**src/verilog/rx_input_map.svh**
```systemverilog
// Constants for the receive line input front end: reset values, counts and clock figures.
`ifndef RX_INPUT_MAP_SVH
`define RX_INPUT_MAP_SVH

// Internal clock rate in kHz (10 ns period).
`define RX_CLK_KHZ             100000
// Nominal byte clock rates in kHz for each receive rate.
`define RX_BYTE_CLK_STS1_KHZ   6480
`define RX_BYTE_CLK_STS3_KHZ   19440
// Byte clock period window in internal clock cycles, derived from the rates.
`define RX_STS1_MIN_CYC        (`RX_CLK_KHZ / `RX_BYTE_CLK_STS1_KHZ)
`define RX_STS1_MAX_CYC        ((`RX_CLK_KHZ + `RX_BYTE_CLK_STS1_KHZ - 1) / `RX_BYTE_CLK_STS1_KHZ)
`define RX_STS3_MIN_CYC        (`RX_CLK_KHZ / `RX_BYTE_CLK_STS3_KHZ)
`define RX_STS3_MAX_CYC        ((`RX_CLK_KHZ + `RX_BYTE_CLK_STS3_KHZ - 1) / `RX_BYTE_CLK_STS3_KHZ)
// Serial clock divide ratio and the last bit position of a byte.
`define RX_SERIAL_DIV          8
`define RX_LAST_BIT            3'h7
// Position of the first received bit inside a byte.
`define RX_FIRST_BIT_POS       7
// Reset values and the period counter saturation value.
`define RX_RST_BYTE            8'h00
`define RX_RST_BIT_CNT         3'h0
`define RX_RST_PERIOD          8'h00
`define RX_PERIOD_SAT          8'hff

`endif

```
**src/verilog/rx_input_pkg.sv**
```systemverilog
// Types shared by the receive line input front end.
package rx_input_pkg;

  // Which line input currently feeds the byte stream.
  typedef enum logic [1:0] {
    src_byte,
    src_differential,
    src_single_ended
  } source_t;

endpackage

```
**src/verilog/byte_fifo.sv**
```systemverilog
// Synchronous FIFO with a registered output stage and valid/ready on both sides.
`timescale 1ns/10ps
module byte_fifo #(
  parameter int unsigned WIDTH = 9,
  parameter int unsigned DEPTH = 16
) (
  // Clock and reset.
  input  wire logic             i_clk,
  input  wire logic             i_rst_n,
  // Filling side.
  input  wire logic             i_in_valid,
  output logic                  o_in_ready,
  input  wire logic [WIDTH-1:0] i_in_data,
  // Draining side.
  output logic                  o_out_valid,
  input  wire logic             i_out_ready,
  output logic      [WIDTH-1:0] o_out_data
);

  localparam int unsigned PW = (DEPTH > 1) ? $clog2(DEPTH) : 1;
  localparam int unsigned CW = $clog2(DEPTH + 1);

  logic [WIDTH-1:0] mem [DEPTH];
  logic [PW-1:0]    wr_ptr;
  logic [PW-1:0]    rd_ptr;
  logic [CW-1:0]    count;
  logic [PW-1:0]    next_wr_ptr;
  logic [PW-1:0]    next_rd_ptr;
  logic [CW-1:0]    next_count;
  logic             next_out_valid;
  logic [WIDTH-1:0] next_out_data;
  logic             push;
  logic             pop;

  // Pointer step with wrap, shared by both pointers.
  function automatic logic [PW-1:0] step(input logic [PW-1:0] p);
    if (p == PW'(DEPTH - 1)) begin
      step = '0;
    end else begin
      step = p + PW'(1);
    end
  endfunction

  ////////////////////////////////////////////////////////////////////////////
  // Full is honest: the output stage does not count as room, so a stalled
  // drain lets the memory reach DEPTH and refuse the filling side.
  always_comb begin
    o_in_ready     = (count != CW'(DEPTH));
    push           = i_in_valid && o_in_ready;
    pop            = (count != '0) && (!o_out_valid || i_out_ready);
    next_wr_ptr    = push ? step(wr_ptr) : wr_ptr;
    next_rd_ptr    = pop ? step(rd_ptr) : rd_ptr;
    next_count     = count + CW'(push) - CW'(pop);
    next_out_data  = pop ? mem[rd_ptr] : o_out_data;
    next_out_valid = pop ? 1'b1 : (i_out_ready ? 1'b0 : o_out_valid);
  end

  // Memory words carry no reset; only the pointers, count and output stage do.
  always_ff @(posedge i_clk) begin
    if (push) begin
      mem[wr_ptr] <= i_in_data;
    end
  end

  // State registers.
  always_ff @(posedge i_clk) begin
    if (!i_rst_n) begin
      wr_ptr      <= '0;
      rd_ptr      <= '0;
      count       <= '0;
      o_out_valid <= 1'b0;
      o_out_data  <= '0;
    end else begin
      wr_ptr      <= next_wr_ptr;
      rd_ptr      <= next_rd_ptr;
      count       <= next_count;
      o_out_valid <= next_out_valid;
      o_out_data  <= next_out_data;
    end
  end

endmodule

```
**src/verilog/sonet_receive_line_input_select.sv**
```systemverilog
// Receive line input selection: byte-wide or bit-serial input to a byte stream.
//
// Operation
// - Strap high: use differential serial inputs
// - Strap low: use byte bus, clock, strobe
// - STS-1 serial may use single-ended input
// - Byte bus and strobe taken on clock rise
// - Byte clock tied to divided receive clock
// - Bus bit 7 is first bit sent
// - Bytes pass on still scrambled
// - Receive selection independent of transmit side
// - Strobe marks first payload envelope byte
// - Single-ended clock rise samples, divided by eight
// - Differential clock rise samples, divided by eight
`timescale 1ns/10ps
`include "rx_input_map.svh"
module sonet_receive_line_input_select #(
  parameter int unsigned BYTE_W     = 8,
  parameter int unsigned FIFO_DEPTH = 16
) (
  // Clock and reset.
  input  wire logic              i_clk,
  input  wire logic              i_rst_n,
  // Receive configuration straps.
  input  wire logic              i_receive_interface_select,
  input  wire logic              i_receive_sts1_rate,
  input  wire logic              i_single_ended_select,
  // Byte-wide input.
  input  wire logic              i_receive_byte_clock,
  input  wire logic [BYTE_W-1:0] i_receive_byte_bus,
  input  wire logic              i_incoming_frame_position,
  // Single-ended bit-serial input.
  input  wire logic              i_single_ended_serial_input,
  input  wire logic              i_single_ended_serial_clock,
  // Differential bit-serial input.
  input  wire logic              i_differential_serial_data_p,
  input  wire logic              i_differential_serial_data_n,
  input  wire logic              i_differential_serial_clock_p,
  input  wire logic              i_differential_serial_clock_n,
  // Divided receive clock for the byte clock input.
  output logic                   o_divided_receive_clock_out,
  // Received byte stream.
  output logic                   o_receive_valid,
  input  wire logic              i_receive_ready,
  output logic      [BYTE_W-1:0] o_receive_byte,
  output logic                   o_receive_frame_position,
  // Status.
  input  wire logic              i_overflow_clear,
  output logic                   o_overflow,
  output logic                   o_byte_clock_fault
);

  ////////////////////////////////////////////////////////////////////////////
  // Declarations.

  rx_input_pkg::source_t source;
  rx_input_pkg::source_t next_source;
  rx_input_pkg::source_t picked;

  logic              byte_clk_prev;
  logic              serial_clk_prev;
  logic [2:0]        bit_cnt;
  logic [BYTE_W-1:0] shift;
  logic [BYTE_W-1:0] hold;
  logic              div_out;
  logic              overflow;
  logic [7:0]        period;
  logic              clock_fault;
  // Set once a whole serial byte has been assembled since the last source change.
  logic              hold_full;

  logic              next_byte_clk_prev;
  logic              next_serial_clk_prev;
  logic [2:0]        next_bit_cnt;
  logic [BYTE_W-1:0] next_shift;
  logic [BYTE_W-1:0] next_hold;
  logic              next_div_out;
  logic              next_overflow;
  logic [7:0]        next_period;
  logic              next_clock_fault;
  logic              next_hold_full;

  logic              serial_clk_lvl;
  logic              serial_data;
  logic              serial_rise;
  logic              byte_rise;
  logic              is_serial;
  logic [BYTE_W-1:0] shifted;
  logic              fifo_in_ready;
  logic              fifo_in_valid;
  logic [BYTE_W:0]   fifo_in_data;
  logic [BYTE_W:0]   fifo_out_data;
  logic              fifo_out_valid;
  logic [7:0]        measured;

  ////////////////////////////////////////////////////////////////////////////
  // Helpers.

  // Rising edge of a level that is sampled once per internal clock.
  function automatic logic rise(input logic cur, input logic prev);
    rise = cur && !prev;
  endfunction

  // Source choice from the straps. Single-ended only exists at the STS-1 rate,
  // so at the STS-3 rate the single-ended select is ignored.
  function automatic rx_input_pkg::source_t pick_source(input logic serial, input logic sts1,
                                                        input logic single);
    if (!serial) begin
      pick_source = rx_input_pkg::src_byte;
    end else if (sts1 && single) begin
      pick_source = rx_input_pkg::src_single_ended;
    end else begin
      pick_source = rx_input_pkg::src_differential;
    end
  endfunction

  // A differential pair reads high only when the two legs disagree that way;
  // an equal pair (open or shorted inputs) reads low rather than glitching.
  function automatic logic diff_level(input logic p, input logic n);
    diff_level = p && !n;
  endfunction

  // Byte clock period check for the selected receive rate.
  function automatic logic period_bad(input logic [7:0] cycles, input logic sts1);
    if (sts1) begin
      period_bad = (cycles < 8'(`RX_STS1_MIN_CYC)) || (cycles > 8'(`RX_STS1_MAX_CYC));
    end else begin
      period_bad = (cycles < 8'(`RX_STS3_MIN_CYC)) || (cycles > 8'(`RX_STS3_MAX_CYC));
    end
  endfunction

  ////////////////////////////////////////////////////////////////////////////
  // Input selection. The straps belong to the receive side alone, so they
  // can pick a mode unlike the transmit side's.
  // The straps are meant to be tied; a change mid-stream costs the byte in flight.
  always_comb begin
    picked      = pick_source(i_receive_interface_select, i_receive_sts1_rate,
                              i_single_ended_select);
    next_source = picked;
    is_serial   = (source != rx_input_pkg::src_byte);
    case (source)
      rx_input_pkg::src_single_ended: begin
        serial_clk_lvl = i_single_ended_serial_clock;
        serial_data    = i_single_ended_serial_input;
      end
      rx_input_pkg::src_differential: begin
        serial_clk_lvl = diff_level(i_differential_serial_clock_p,
                                    i_differential_serial_clock_n);
        serial_data    = diff_level(i_differential_serial_data_p,
                                    i_differential_serial_data_n);
      end
      default: begin
        serial_clk_lvl = 1'b0;
        serial_data    = 1'b0;
      end
    endcase
  end

  ////////////////////////////////////////////////////////////////////////////
  // Serial assembly and divide by eight. A change of source restarts the
  // byte so no half-assembled byte from the old input leaks out.
  // The divided clock rises in the middle of the first group, before any
  // byte is complete, so that first rise must not hand on the holding byte.
  always_comb begin
    serial_rise          = rise(serial_clk_lvl, serial_clk_prev);
    next_serial_clk_prev = serial_clk_lvl;
    shifted              = {shift[BYTE_W-2:0], serial_data};
    next_shift           = shift;
    next_bit_cnt         = bit_cnt;
    next_hold            = hold;
    next_div_out         = div_out;
    next_hold_full       = hold_full;
    if (next_source != source) begin
      next_shift   = `RX_RST_BYTE;
      next_bit_cnt = `RX_RST_BIT_CNT;
      next_div_out = 1'b0;
      next_hold_full = 1'b0;
    end else if (is_serial && serial_rise) begin
      next_shift   = shifted;
      next_bit_cnt = bit_cnt + 3'h1;
      // The first bit has walked to the top after eight shifts.
      if (bit_cnt == `RX_LAST_BIT) begin
        next_hold = shifted;
        // From here on the holding byte is a real one.
        next_hold_full = 1'b1;
      end
      // High for the second half of each group of eight serial clocks.
      next_div_out = next_bit_cnt[2];
    end
  end

  ////////////////////////////////////////////////////////////////////////////
  // Byte capture on the byte clock rise. In serial modes the byte clock is
  // the divided clock fed back from outside; its rise comes four serial
  // clocks after the holding byte was loaded, so the byte is stable.
  always_comb begin
    byte_rise          = rise(i_receive_byte_clock, byte_clk_prev);
    next_byte_clk_prev = i_receive_byte_clock;
    // In serial modes a rise before the first complete byte would push a
    // stale holding byte left by an earlier source, so nothing is pushed
    // until one has been assembled.
    fifo_in_valid      = byte_rise && (!is_serial || hold_full);
    if (is_serial) begin
      fifo_in_data = {1'b0, hold};
    end else begin
      // Bit 7 is the first bit on the line; no reordering is done.
      // The frame strobe travels with the byte it marks.
      fifo_in_data = {i_incoming_frame_position, i_receive_byte_bus};
    end
  end

  ////////////////////////////////////////////////////////////////////////////
  // Overflow: the line cannot be stalled, so a byte arriving while the FIFO
  // is full is dropped and remembered. A new drop wins over a clear.
  // Limitation: the flag tells that bytes were lost, not how many.
  always_comb begin
    next_overflow = overflow;
    if (i_overflow_clear) begin
      next_overflow = 1'b0;
    end
    if (fifo_in_valid && !fifo_in_ready) begin
      next_overflow = 1'b1;
    end
  end

  ////////////////////////////////////////////////////////////////////////////
  // Byte clock period monitor, byte mode only: the source must supply the
  // nominal rate for the chosen mode, and a byte clock that is off rate
  // usually means the rate strap and the source disagree.
  // Limitation: the first period after reset or a mode change starts at an
  // unrelated point, so one fault may show until the next good period.
  always_comb begin
    measured         = (period == `RX_PERIOD_SAT) ? period : period + 8'h01;
    next_period      = byte_rise ? 8'h00 : measured;
    next_clock_fault = clock_fault;
    if (!is_serial && byte_rise) begin
      next_clock_fault = period_bad(measured, i_receive_sts1_rate);
    end else if (is_serial) begin
      next_clock_fault = 1'b0;
    end
  end

  ////////////////////////////////////////////////////////////////////////////
  // State registers.
  // All of them reset synchronously to constants, so the straps apply cleanly.
  always_ff @(posedge i_clk) begin
    if (!i_rst_n) begin
      source          <= rx_input_pkg::src_byte;
      byte_clk_prev   <= 1'b0;
      serial_clk_prev <= 1'b0;
      bit_cnt         <= `RX_RST_BIT_CNT;
      shift           <= `RX_RST_BYTE;
      hold            <= `RX_RST_BYTE;
      div_out         <= 1'b0;
      overflow        <= 1'b0;
      period          <= `RX_RST_PERIOD;
      clock_fault     <= 1'b0;
      hold_full       <= 1'b0;
    end else begin
      source          <= next_source;
      byte_clk_prev   <= next_byte_clk_prev;
      serial_clk_prev <= next_serial_clk_prev;
      bit_cnt         <= next_bit_cnt;
      shift           <= next_shift;
      hold            <= next_hold;
      div_out         <= next_div_out;
      overflow        <= next_overflow;
      period          <= next_period;
      clock_fault     <= next_clock_fault;
      hold_full       <= next_hold_full;
    end
  end

  ////////////////////////////////////////////////////////////////////////////
  // Byte buffer toward the receive processing. Bytes stay scrambled here;
  // descrambling follows frame alignment further on.
  // The depth trades area for how long the consumer may stall before bytes drop.
  byte_fifo #(
    .WIDTH (BYTE_W + 1),
    .DEPTH (FIFO_DEPTH)
  ) u_fifo (
    .i_clk       (i_clk),
    .i_rst_n     (i_rst_n),
    .i_in_valid  (fifo_in_valid),
    .o_in_ready  (fifo_in_ready),
    .i_in_data   (fifo_in_data),
    .o_out_valid (fifo_out_valid),
    .i_out_ready (i_receive_ready),
    .o_out_data  (fifo_out_data)
  );

  // Outputs, each from a flip-flop here or in the FIFO output stage.
  assign o_divided_receive_clock_out = div_out;
  assign o_receive_valid             = fifo_out_valid;
  assign o_receive_byte              = fifo_out_data[BYTE_W-1:0];
  assign o_receive_frame_position    = fifo_out_data[BYTE_W];
  assign o_overflow                  = overflow;
  assign o_byte_clock_fault          = clock_fault;

endmodule

```
**config.mk**
```make
export PLATFORM = sky130hd
export DESIGN_NAME = sonet_receive_line_input_select
export DESIGN_NICKNAME = d
export VERILOG_FILES = /design/src/verilog/rx_input_pkg.sv /design/src/verilog/byte_fifo.sv /design/src/verilog/sonet_receive_line_input_select.sv
export VERILOG_INCLUDE_DIRS = /design/src /design/src/verilog
export SDC_FILE = /design/constraint.sdc
export NUM_CORES = 1
export LEC_CHECK = 0
export ABC_AREA = 1
export BUFFER_PORTS_ARGS = -buffer_cell sky130_fd_sc_hd__buf_2
export CORE_MARGIN = 1
export CORE_UTILIZATION = 54
export CTS_BUF_LIST = sky130_fd_sc_hd__clkbuf_8 sky130_fd_sc_hd__clkbuf_16
export DETAILED_ROUTE_END_ITERATION = 12
export PLACE_DENSITY = 0.75
export SLEW_MARGIN = 20
export SYNTH_ARGS = -nofsm -noshare
export SYNTH_HDL_FRONTEND = slang
export SYNTH_SLANG_ARGS = --single-unit
```
**constraint.sdc**
```tcl
create_clock -name i_clk -period 3.17 [get_ports i_clk]
set_clock_uncertainty 0.2 [all_clocks]
set_input_delay 0.317 -clock i_clk [delete_from_list [all_inputs] [get_ports i_clk]]
set_output_delay 0.317 -clock i_clk [all_outputs]
set_load 0.02 [all_outputs]
```
[Word level (Yosys, flattened, before mapping)]
Memory sizes are Yosys's and may differ from the RTL's. A register that Yosys moved wholly into a read port is not among the register bits.
Index checks and enable logic that the tools add are counted.
Cells by class
  $add $sub $neg: 6
  $lt $le $gt $ge: 4
  equality and inequality tests: 8
  mux-type cells: 17
  bitwise gates (word level): 2
  reductions and logical operators: 32
Operators with widths (count)
  1-bit logical AND: 11
  1-bit 2-to-1 mux: 9
  9-bit 2-to-1 mux: 1
  4-bit by 1-bit adder with 4-bit output (second input constant): 2
  8-bit by 1-bit adder with 8-bit output (second input constant): 1
  4-bit == test (second input constant): 2
  8-bit == test (second input constant): 1
  8-bit by 3-bit greater-than comparator with 1-bit output (second input constant): 1
  8-bit by 5-bit greater-than comparator with 1-bit output (second input constant): 1
  1-bit zero test: 8
  8-bit by 3-bit < comparator with 1-bit output (second input constant): 1
  8-bit by 4-bit < comparator with 1-bit output (second input constant): 1
  4-bit 2-to-1 mux: 2
  8-bit 2-to-1 mux: 1
  2-bit nonzero test: 4
  5-bit by 1-bit adder with 5-bit output: 1
  5-bit inequality test (second input constant): 1
  5-bit nonzero test: 1
  5-bit by 1-bit subtractor with 5-bit output: 1
  1-bit logical OR: 4
  2-bit 2-to-1 mux: 2
  1-bit one-hot mux with 2 select lines: 2
  2-bit OR reduction: 2
  3-bit by 1-bit adder with 3-bit output (second input constant): 1
  7 further kinds: 8
Storage, ports and cells
  register bits: 48
  RAM bits: 144
  input bits: 23
  output and inout port bits: 13
  word-level logic and storage cells: 85
  memories: 1
Memory list
  u_fifo.mem: depth 16, bits a word 9, rd ports 1, clocked after memory_dff 1, write ports 1, line byte_fifo.sv:23  | logic [WIDTH-1:0] mem [DEPTH];

[Logic depth before layout (Yosys ltp)]
Gate-level depths: netlist of the first run.
  depth after elaboration: 7
  mapped depth: 15
  gate-level depth less buffers: 14

[By module]
A second synthesis of the first run with hierarchy kept.
Second synthesis, totals
  cells, all modules: 962
  area, all modules: 8903.5 sq um
By module, submodules not included
  byte_fifo: instances 1, cells an instance 703, area each 7180.6 sq um, sequential area each 4784.6 sq um
  sonet_receive_line_input_select: instances 1, cells an instance 259, area each 1722.9 sq um, sequential area each 660.6 sq um

[Worst setup path after synthesis of the first run]
OpenSTA, ideal clock, no wires.
  path type: register to register
  start: register u_fifo.count[3]
  end: register u_fifo.count[4]
  setup time: 0.070 ns
  arrival time: 2.223 ns
  data required time: 2.900 ns
  setup slack: 0.677 ns
  cell stages (with the launch flop): 16
  path buffers: 1
  period minus slack after synthesis: 2.493 ns
  path through: dfxtp_1 > inv_1 > ha_1 > nand4_1 > nand2_1 > inv_1 > buf_2 > ha_1 > inv_1 > ha_1 > fa_1 > nand2_1 > a21oi_1 > nor2_1 > o21ai_0 > a21oi_1
On the way
  longest elaborated chain between the ends: 4
  elaborated cells on any way between the ends: 6
  those cells by class: add/sub (2); eq/ne (1); reduce/logical (3)
Ends and longest elaborated chain
  start: declaration: line byte_fifo.sv:26  | logic [CW-1:0] count;
  start signal: assignment: line byte_fifo.sv:76  | count <= next_count;
  5-bit inequality test: line byte_fifo.sv:48  | o_in_ready = (count != CW'(DEPTH));
  1-bit logical AND: line byte_fifo.sv:49  | push = i_in_valid && o_in_ready;
  5-bit by 1-bit adder with 5-bit output: line byte_fifo.sv:53  | next_count = count + CW'(push) - CW'(pop);
  5-bit by 1-bit subtractor with 5-bit output *: line byte_fifo.sv:53
Mark *: on every way between the ends. The rest lies on a longest branch, timed or not.
A chain may end at the register's enable or synchronous reset.

[Worst setup path in the final report of the first run]
Ends and elaborated chain as after synthesis.

==> metrics.csv, run 1 <==
metric,value,unit
status,completed,
leakage,0.00355,uW
vias_per_cell,5.76,
nFillCells,1142,
dr.first_iter.drc_count,665,
hold_buffers,8,
cts_resized,0,
worst_pin_slew,0.785,ns
synth_common_cells,"edfxtp_1 (144), nor2_1 (115), o21ai_0 (100)",
synth-seq-area-share,64.9,%
peakVddDrop,447,uV
port_buffers,35,
drc,0,
dr.pass1.iters,7,
die-width,127,um
core_area,15200,um^2
nets,887,
r2r_slack,0.54,ns
mappedNetlistArea,8390,um^2
start_util,55.2,%
cts_num_sinks,200,
timing.fmax,0.380,GHz
r2r_cells,14,
yosysWarnings,0,
crit_type,reg2reg,
grt_max_degree,76,
ys_ff_latch,200,
startpoint_type,register,
grt_pass1_vias,6052,
synthCells,787,
die_h,127,um
cts_buffers,17,
grt.total_usage,25.3,%
critPathArrivalTime,2.80,ns
yosys.area.top_type,edfxtp_1,
hpwl,12.0,mm
postCtsSetupRepairBufs,0,
setup_viol,0,
synth.area.top_cells,"edfxtp_1 (52%), dfxtp_1 (13%), o21ai_0 (6.0%)",
period_needed,2.63,ns
synth_cell_types,39,
synth_most_common_cell,edfxtp_1,
worst_r2r_endpoint,u_fifo.count[4]$_SDFF_PN0_,
powerDensity,730,nW/um^2
p_total,6960,uW
syn2layout_area_growth,13.6,%
io_pins,36,
clk_pin_slew,0.07,ns
avgRoutedWirePerCell,18.2,um
timing.final.ws_setup,0.537,ns
worst_slew_margin_rel,47.3,%
hold_class,in2reg,
synth_top_area_share,51.5,%
synthArstFlopShare,0,%
clock_path_buffers,2,
postRouteWirelength,19.0,mm
grt_pass1_wl,30.4,mm
vias,6028,
cts-root-buf,clkbuf_16,
min_period_over_period,83.1,%
grt.overflow.total,0,
detail-route-antenna-nets,0,
final.setup.tns,0,ns
antennaDiodeCount,0,
maxCapViolCount,0,
r2r_start,u_fifo.count[3]$_SDFF_PN0_,
insertion_delay,0.43,ns
cts_tree,built,
synth-main-ff-cell,edfxtp_1,
routabilityCongestion,0.860,
cts_max_level,4,
dieArea,16000,um^2
rows,45,
cp_max_fo,5,
end_kind,register,
synth_edf_count,144,
post-route-util,62.7,%
synthesis.nets,828,
drv_slew,0,
avgSynthCellArea,10.7,um^2
cp.required,3.34,ns
cp-startpoint,u_fifo.count[3]$_SDFF_PN0_,
hold_viol,0,
rsz0062_at_grt,false,
final_layout_size_suffix_gt1_share,14.7,%
antenna_found_initial,0,
post-place-ws,0.564,ns
cp-endpoint,u_fifo.count[4]$_SDFF_PN0_,
-- cells by family after synthesis --
kind of cell	synth area share (%)
buf+inv	5.07
xor+xnor	0.730
compound gates	13.6
flops	64.9
fa+ha+maj	2.77
simple gates	13.0
-- critical path, cell delays in order (launching register included) --
cell     delay (ns)
dfxtp_1        0.33
inv_1          0.09
ha_1           0.18
nand4_1        0.10
nand2_1        0.16
inv_1          0.08
ha_1           0.27
inv_1          0.04
ha_1           0.20
fa_1           0.41
nand2_1        0.08
a21oi_1        0.06
nor2_1         0.14
o21ai_0        0.09
a21oi_1        0.14
-- cells in the final DEF (no fill, tap or decap), types with 2 or more instances in the layout --
master | netlist | layout
nand2_1 | 79 | 79
nand3_1 | 29 | 29
clkinv_1 | 5 | 5
nor2_4 | 2 | 2
clkinv_4 | 0 | 2
nand4_1 | 4 | 4
xor2_1 | 6 | 6
nor2_2 | 4 | 4
nand2_2 | 6 | 6
dfxtp_1 | 56 | 55
o21ai_1 | 17 | 17
inv_2 | 3 | 3
nor2_1 | 115 | 115
clkinv_2 | 1 | 6
bufinv_16 | 0 | 3
buf_4 | 4 | 32
clkbuf_16 | 0 | 17
edfxtp_1 | 144 | 144
o21ai_0 | 100 | 100
o221ai_1 | 17 | 17
nor3_1 | 3 | 3
ha_1 | 17 | 17
o22ai_1 | 19 | 19
nand3b_1 | 2 | 2
a21oi_1 | 49 | 49
clkinvlp_4 | 0 | 2
or2_2 | 8 | 8
inv_1 | 55 | 56
buf_2 | 12 | 35
dlygate4sd3_1 | 0 | 8
-- power by group --
part / leakage (uW) / internal (uW) / total (uW) / switching (uW)
Sequential: 0.00177 / 2950 / 3030 / 80.6
Combinational: 0.00150 / 566 / 1780 / 1210
Clock: 0.000290 / 1230 / 2160 / 927
Total: 0.00355 / 4740 / 6960 / 2220
-- routing by layer --
metal	track usage [%]	vias up	part of all wire, %
met3	6.16	37	7.9
met4	9.80	0	2.3
li1	-	2871	-
met5	0	-	0
met1	31.8	2879	41
met2	42.5	241	49
-- through the flow --
stage | cell area, um^2 | hold WS (ns) | cells
6_report | 9530 | 0.0257 | 1046
5_1_grt | 9530 | 0.0597 | 1046
4_1_cts | 9530 | 0.0160 | 1046
3_5_place_dp | 8870 | 0.240 | 1007
3_3_place_gp | 8870 | 0.234 | 1007
2_1_floorplan | 8390 | 0.210 | 787
-- how the worst min path moves through the flow --
stage	startpoint	end	cells after the start
2_1_floorplan	i_receive_byte_clock	byte_clk_prev$_SDFF_PN0_	2
3_3_place_gp	shift[6]$_SDFFE_PP0P_	shift[6]$_SDFFE_PP0P_	2
3_5_place_dp	shift[6]$_SDFFE_PP0P_	shift[6]$_SDFFE_PP0P_	2
4_1_cts	i_single_ended_serial_clock	serial_clk_prev$_SDFF_PN0_	5
5_1_grt	i_differential_serial_clock_p	serial_clk_prev$_SDFF_PN0_	5
6_report	i_single_ended_serial_clock	serial_clk_prev$_SDFF_PN0_	5
-- sequential cells by signal (all words and copies together), names as in the netlist, 2 cells and up --
signal             count
u_fifo.wr_ptr          4
source                 2
u_fifo.mem           144
shift                  7
u_fifo.o_out_data      9
hold                   8
period                 8
u_fifo.rd_ptr          4
bit_cnt                3
u_fifo.count           5
-- area by class of cell --
class / instances / area, um^2 / share of cell area, %
sequential: 200 / 5450 / 57.1
multi-input combinational: 487 / 2520 / 26.5
timing repair buffer: 75 / 495 / 5.20
clock buffer: 17 / 425 / 4.46
inverter: 65 / 248 / 2.60
tap: 188 / 235 / 2.47
clock inverter: 14 / 160 / 1.68
Note: power is estimated with default switching activity, not from simulation.
==> run 2, diff against run 1 <==
--- a/config.mk
+++ b/config.mk
@@ -6,7 +6,7 @@
 export SDC_FILE = /design/constraint.sdc
 export NUM_CORES = 1
 export LEC_CHECK = 0
-export ABC_AREA = 1
+export ABC_AREA = 0
 export BUFFER_PORTS_ARGS = -buffer_cell sky130_fd_sc_hd__buf_2
 export CORE_MARGIN = 1
 export CORE_UTILIZATION = 54
==> constraint.sdc (replaced) <==
create_clock -name i_clk -period 2.7 [get_ports i_clk]
set_clock_uncertainty 0.2 [all_clocks]
set_input_delay 0.27 -clock i_clk [delete_from_list [all_inputs] [get_ports i_clk]]
set_output_delay 0.27 -clock i_clk [all_outputs]
set_load 0.02 [all_outputs]
==> run 2 against run 1 <==
Against the previous run: power rose by 18%; sequential cell count did not move; synthesized area fell by 0.89%; synthesized cell count fell by 30%; critical path type unchanged; via count fell by 21%; largest power group unchanged; cell area rose by 0.58%; fmax rose by 0.75%; sequential share of layout area fell by 0.30 points; largest cell class unchanged.
==> metrics.csv, run 2 <==
metric,value,unit,change
post-place-ws,0.0299,ns,-0.534 ns
end_kind,register,,
period_needed,2.61,ns,-0.0195 ns
synthesis.nets,594,,-28%
critPathTopFamily,adder cells,,
cp_max_fo,2,,-3
largest_register_ffs,144,,unchanged
mappedNetlistArea,8320,um^2,-0.89%
grt_pass1_wl,25.1,mm,-18%
critPathArrivalTime,2.74,ns,-0.06 ns
most-common-layout-cells,"edfxtp_1 (144), dfxtp_1 (53), nor2_1 (39)",,
synth_most_common_cell,edfxtp_1,,
nets,658,,-26%
core_area,15100,um^2,-0.37%
grt.total_usage,21.3,%,-4.0 points
routabilityCongestion,0.771,,-10%
p_comb_share,24.6,%,-0.9 points
leakage,0.00336,uW,-5.5%
io_pins,36,,unchanged
synth_edf_count,144,,unchanged
peakVddDrop,637,uV,+42%
cts_buffers,17,,unchanged
min_period_over_period,96.8,%,+14 points
hpwl,9.98,mm,-17%
yosys.area.top_type,edfxtp_1,,
cts_max_level,4,,unchanged
vias,4778,,-21%
worst_slew_margin_rel,51.4,%,+4.1 points
cp.required,2.83,ns,-0.51 ns
vias_per_cell,5.84,,+1.4%
timing.final.ws_setup,0.0864,ns,-0.450 ns
p_sw,2310,uW,+4.3%
dp.cells,774,,-23%
top_regs,"u_fifo.mem (144), u_fifo.o_out_data (9)",,
insertion_delay,0.43,ns,about the same
port_buffers,35,,unchanged
detail-route-antenna-nets,0,,unchanged
avgRoutedWirePerCell,19.4,um,+6.7%
p_int,5930,uW,+25%
grt_pass1_vias,4811,,-21%
slowest_delay,0.35,ns,-0.06 ns
final_cells,818,,-22%
synth-main-ff-cell,edfxtp_1,,
clock_path_buffers,2,,unchanged
nFillCells,1033,,-9.5%
final_layout_size_suffix_gt1_share,27.6,%,+13 points
largest-register,u_fifo.mem,,
syn2layout_area_growth,15.3,%,
start_util,54.9,%,-0.29 points
die-width,126,um,-0.44%
drv_slew,0,,unchanged
startpoint_type,register,,
powerDensity,859,nW/um^2,+18%
layout_commonest_cell,edfxtp_1,,
grt_max_degree,41,,-46%
postRouteWirelength,15.9,mm,-17%
cp.buffers_inverters,2,,-1
synth-seq-area-share,65.5,%,+0.59 points
synth_common_cells,"edfxtp_1 (144), dfxtp_1 (56), nor2_1 (39)",,
ys_ff_latch,200,,unchanged
hold_viol,0,,unchanged
cts_tree,built,,
power_frac_seq,43.4,%,about the same
antennaDiodeCount,0,,unchanged
clock_power_share,31.9,%,+0.9 points
cp_slowest_cell,fa_2,,
dr.first_iter.drc_count,401,,-40%
synthCells,553,,-30%
cts_num_sinks,200,,unchanged
cts-root-buf,clkbuf_16,,
antenna_found_initial,0,,unchanged
rows,45,,unchanged
hold_class,in2reg,,
yosysWarnings,0,,unchanged
synth_cell_types,56,,+44%
p_total,8240,uW,+18%
worstPathCellList,"inv_2, ha_4, nor4b_4, nor2b_2, ha_1, inv_1, ha_2, fa_2, a21oi_2, nor2_1, nor3_1, and3b_1",,
dieArea,15900,um^2,-0.88%
power.share.switching,28.1,%,-3.8 points
setup_viol,0,,unchanged
crit_type,reg2reg,,
drc,0,,unchanged
timing.fmax,0.383,GHz,+0.75%
synthArstFlopShare,0,%,unchanged
worst_pin_slew,0.728,ns,-0.0577 ns
maxCapViolCount,0,,unchanged
clk_pin_slew,0.07,ns,about the same
rsz0062_at_grt,false,,
final.setup.tns,0,ns,unchanged
avgSynthCellArea,15.0,um^2,+41%
die_h,126,um,-0.44%
status,completed,,
dr.pass1.iters,7,,unchanged
synth_top_area_share,52.0,%,+0.46 points
grt.overflow.total,0,,unchanged
synth.area.top_cells,"edfxtp_1 (52%), dfxtp_1 (13%), mux4_2 (9.7%)",,
## run 2: changes by cell type after synthesis, moves of 18 or more
cell	delta
a21oi_1	-18
nand2_1	-43
o22ai_1	-18
inv_1	-39
nand3_1	-24
nor2_1	-76
mux4_2	+36
mux2_2	+18
o21ai_0	-86
mux2i_1	+30
## run 2: power groups by stage
stage / combinational (uW) / sequential, uW / clock (uW)
after floorplan: 1430 / 3720 / 0
after global placement: 1910 / 3630 / 0
after detailed placement: 1960 / 3640 / 0
after CTS: 1990 / 3580 / 2670
after global routing: 2200 / 3590 / 2780
final: 2030 / 3580 / 2630
## run 2: repair_timing
action / CTS / global route
gates resized for setup: 0 / 2
endpoints found under the setup margin: 0 / 1
hold endpoints to repair: 5 / 0
setup buffers: 0 / 5
hold buffers: 7 / 0
## run 2: cell type report
| type | count | area (um^2) | share of cell area [%] |
|---|---|---|---|
| sequential | 200 | 5450 | 56.8 |
| multi-input combinational | 308 | 2720 | 28.4 |
| timing repair buffer | 74 | 510 | 5.32 |
| clock buffer | 17 | 425 | 4.44 |
| tap | 188 | 235 | 2.45 |
| clock inverter | 15 | 190 | 1.98 |
| inverter | 16 | 60.1 | 0.626 |
## run 2: cells by family (layout without fill, tap and decap cells)
group | Yosys count | in the layout | synth area share [%]
flops | 200 | 200 | 65.5
simple gates | 132 | 132 | 7.87
mux | 84 | 84 | 15.8
compound gates | 65 | 65 | 4.81
buf+inv | 45 | 122 | 2.33
fa+ha+maj | 18 | 18 | 2.80
xor+xnor | 9 | 9 | 0.947
## run 2: path summary, 6_finish.rpt
path                                                        end  slack, ns                       start  cells after the start
worst min-delay path            o_byte_clock_fault$_SDFFE_PN0P_       0.07         i_receive_sts1_rate                      3
worst max register to register       u_fifo.count[4]$_SDFF_PN0_       0.09  u_fifo.count[3]$_SDFF_PN0_                     12
worst min register to register             hold[7]$_SDFFE_PN0P_       0.26        hold[7]$_SDFFE_PN0P_                      2
worst max-delay path                 u_fifo.count[4]$_SDFF_PN0_       0.09  u_fifo.count[3]$_SDFF_PN0_                     12
## run 2: per-layer routing
layer	vias up	GRT usage, %	wire [um]
li1	2216	-	-
met1	2393	27.7	6830
met5	-	0	0
met3	22	4.76	861
met2	147	35.5	7890
met4	0	7.23	280
## run 2: per-stage QoR
stage	utilization (%)	cell area, um^2	hold slack, ns
after floorplan	-	8370	0.159
after global placement	58.5	8860	0.245
after detailed placement	58.5	8860	0.248
after CTS	63.0	9550	0.0573
after global routing	63.3	9590	0.0782
final	63.3	9590	0.0718
## run 2: worst reg2reg max path, cell delays in order (launching register included)
cell	delay (ns)
dfxtp_2	0.34
inv_2	0.08
ha_4	0.13
nor4b_4	0.22
nor2b_2	0.09
ha_1	0.28
inv_1	0.04
ha_2	0.17
fa_2	0.35
a21oi_2	0.15
nor2_1	0.07
nor3_1	0.20
and3b_1	0.20
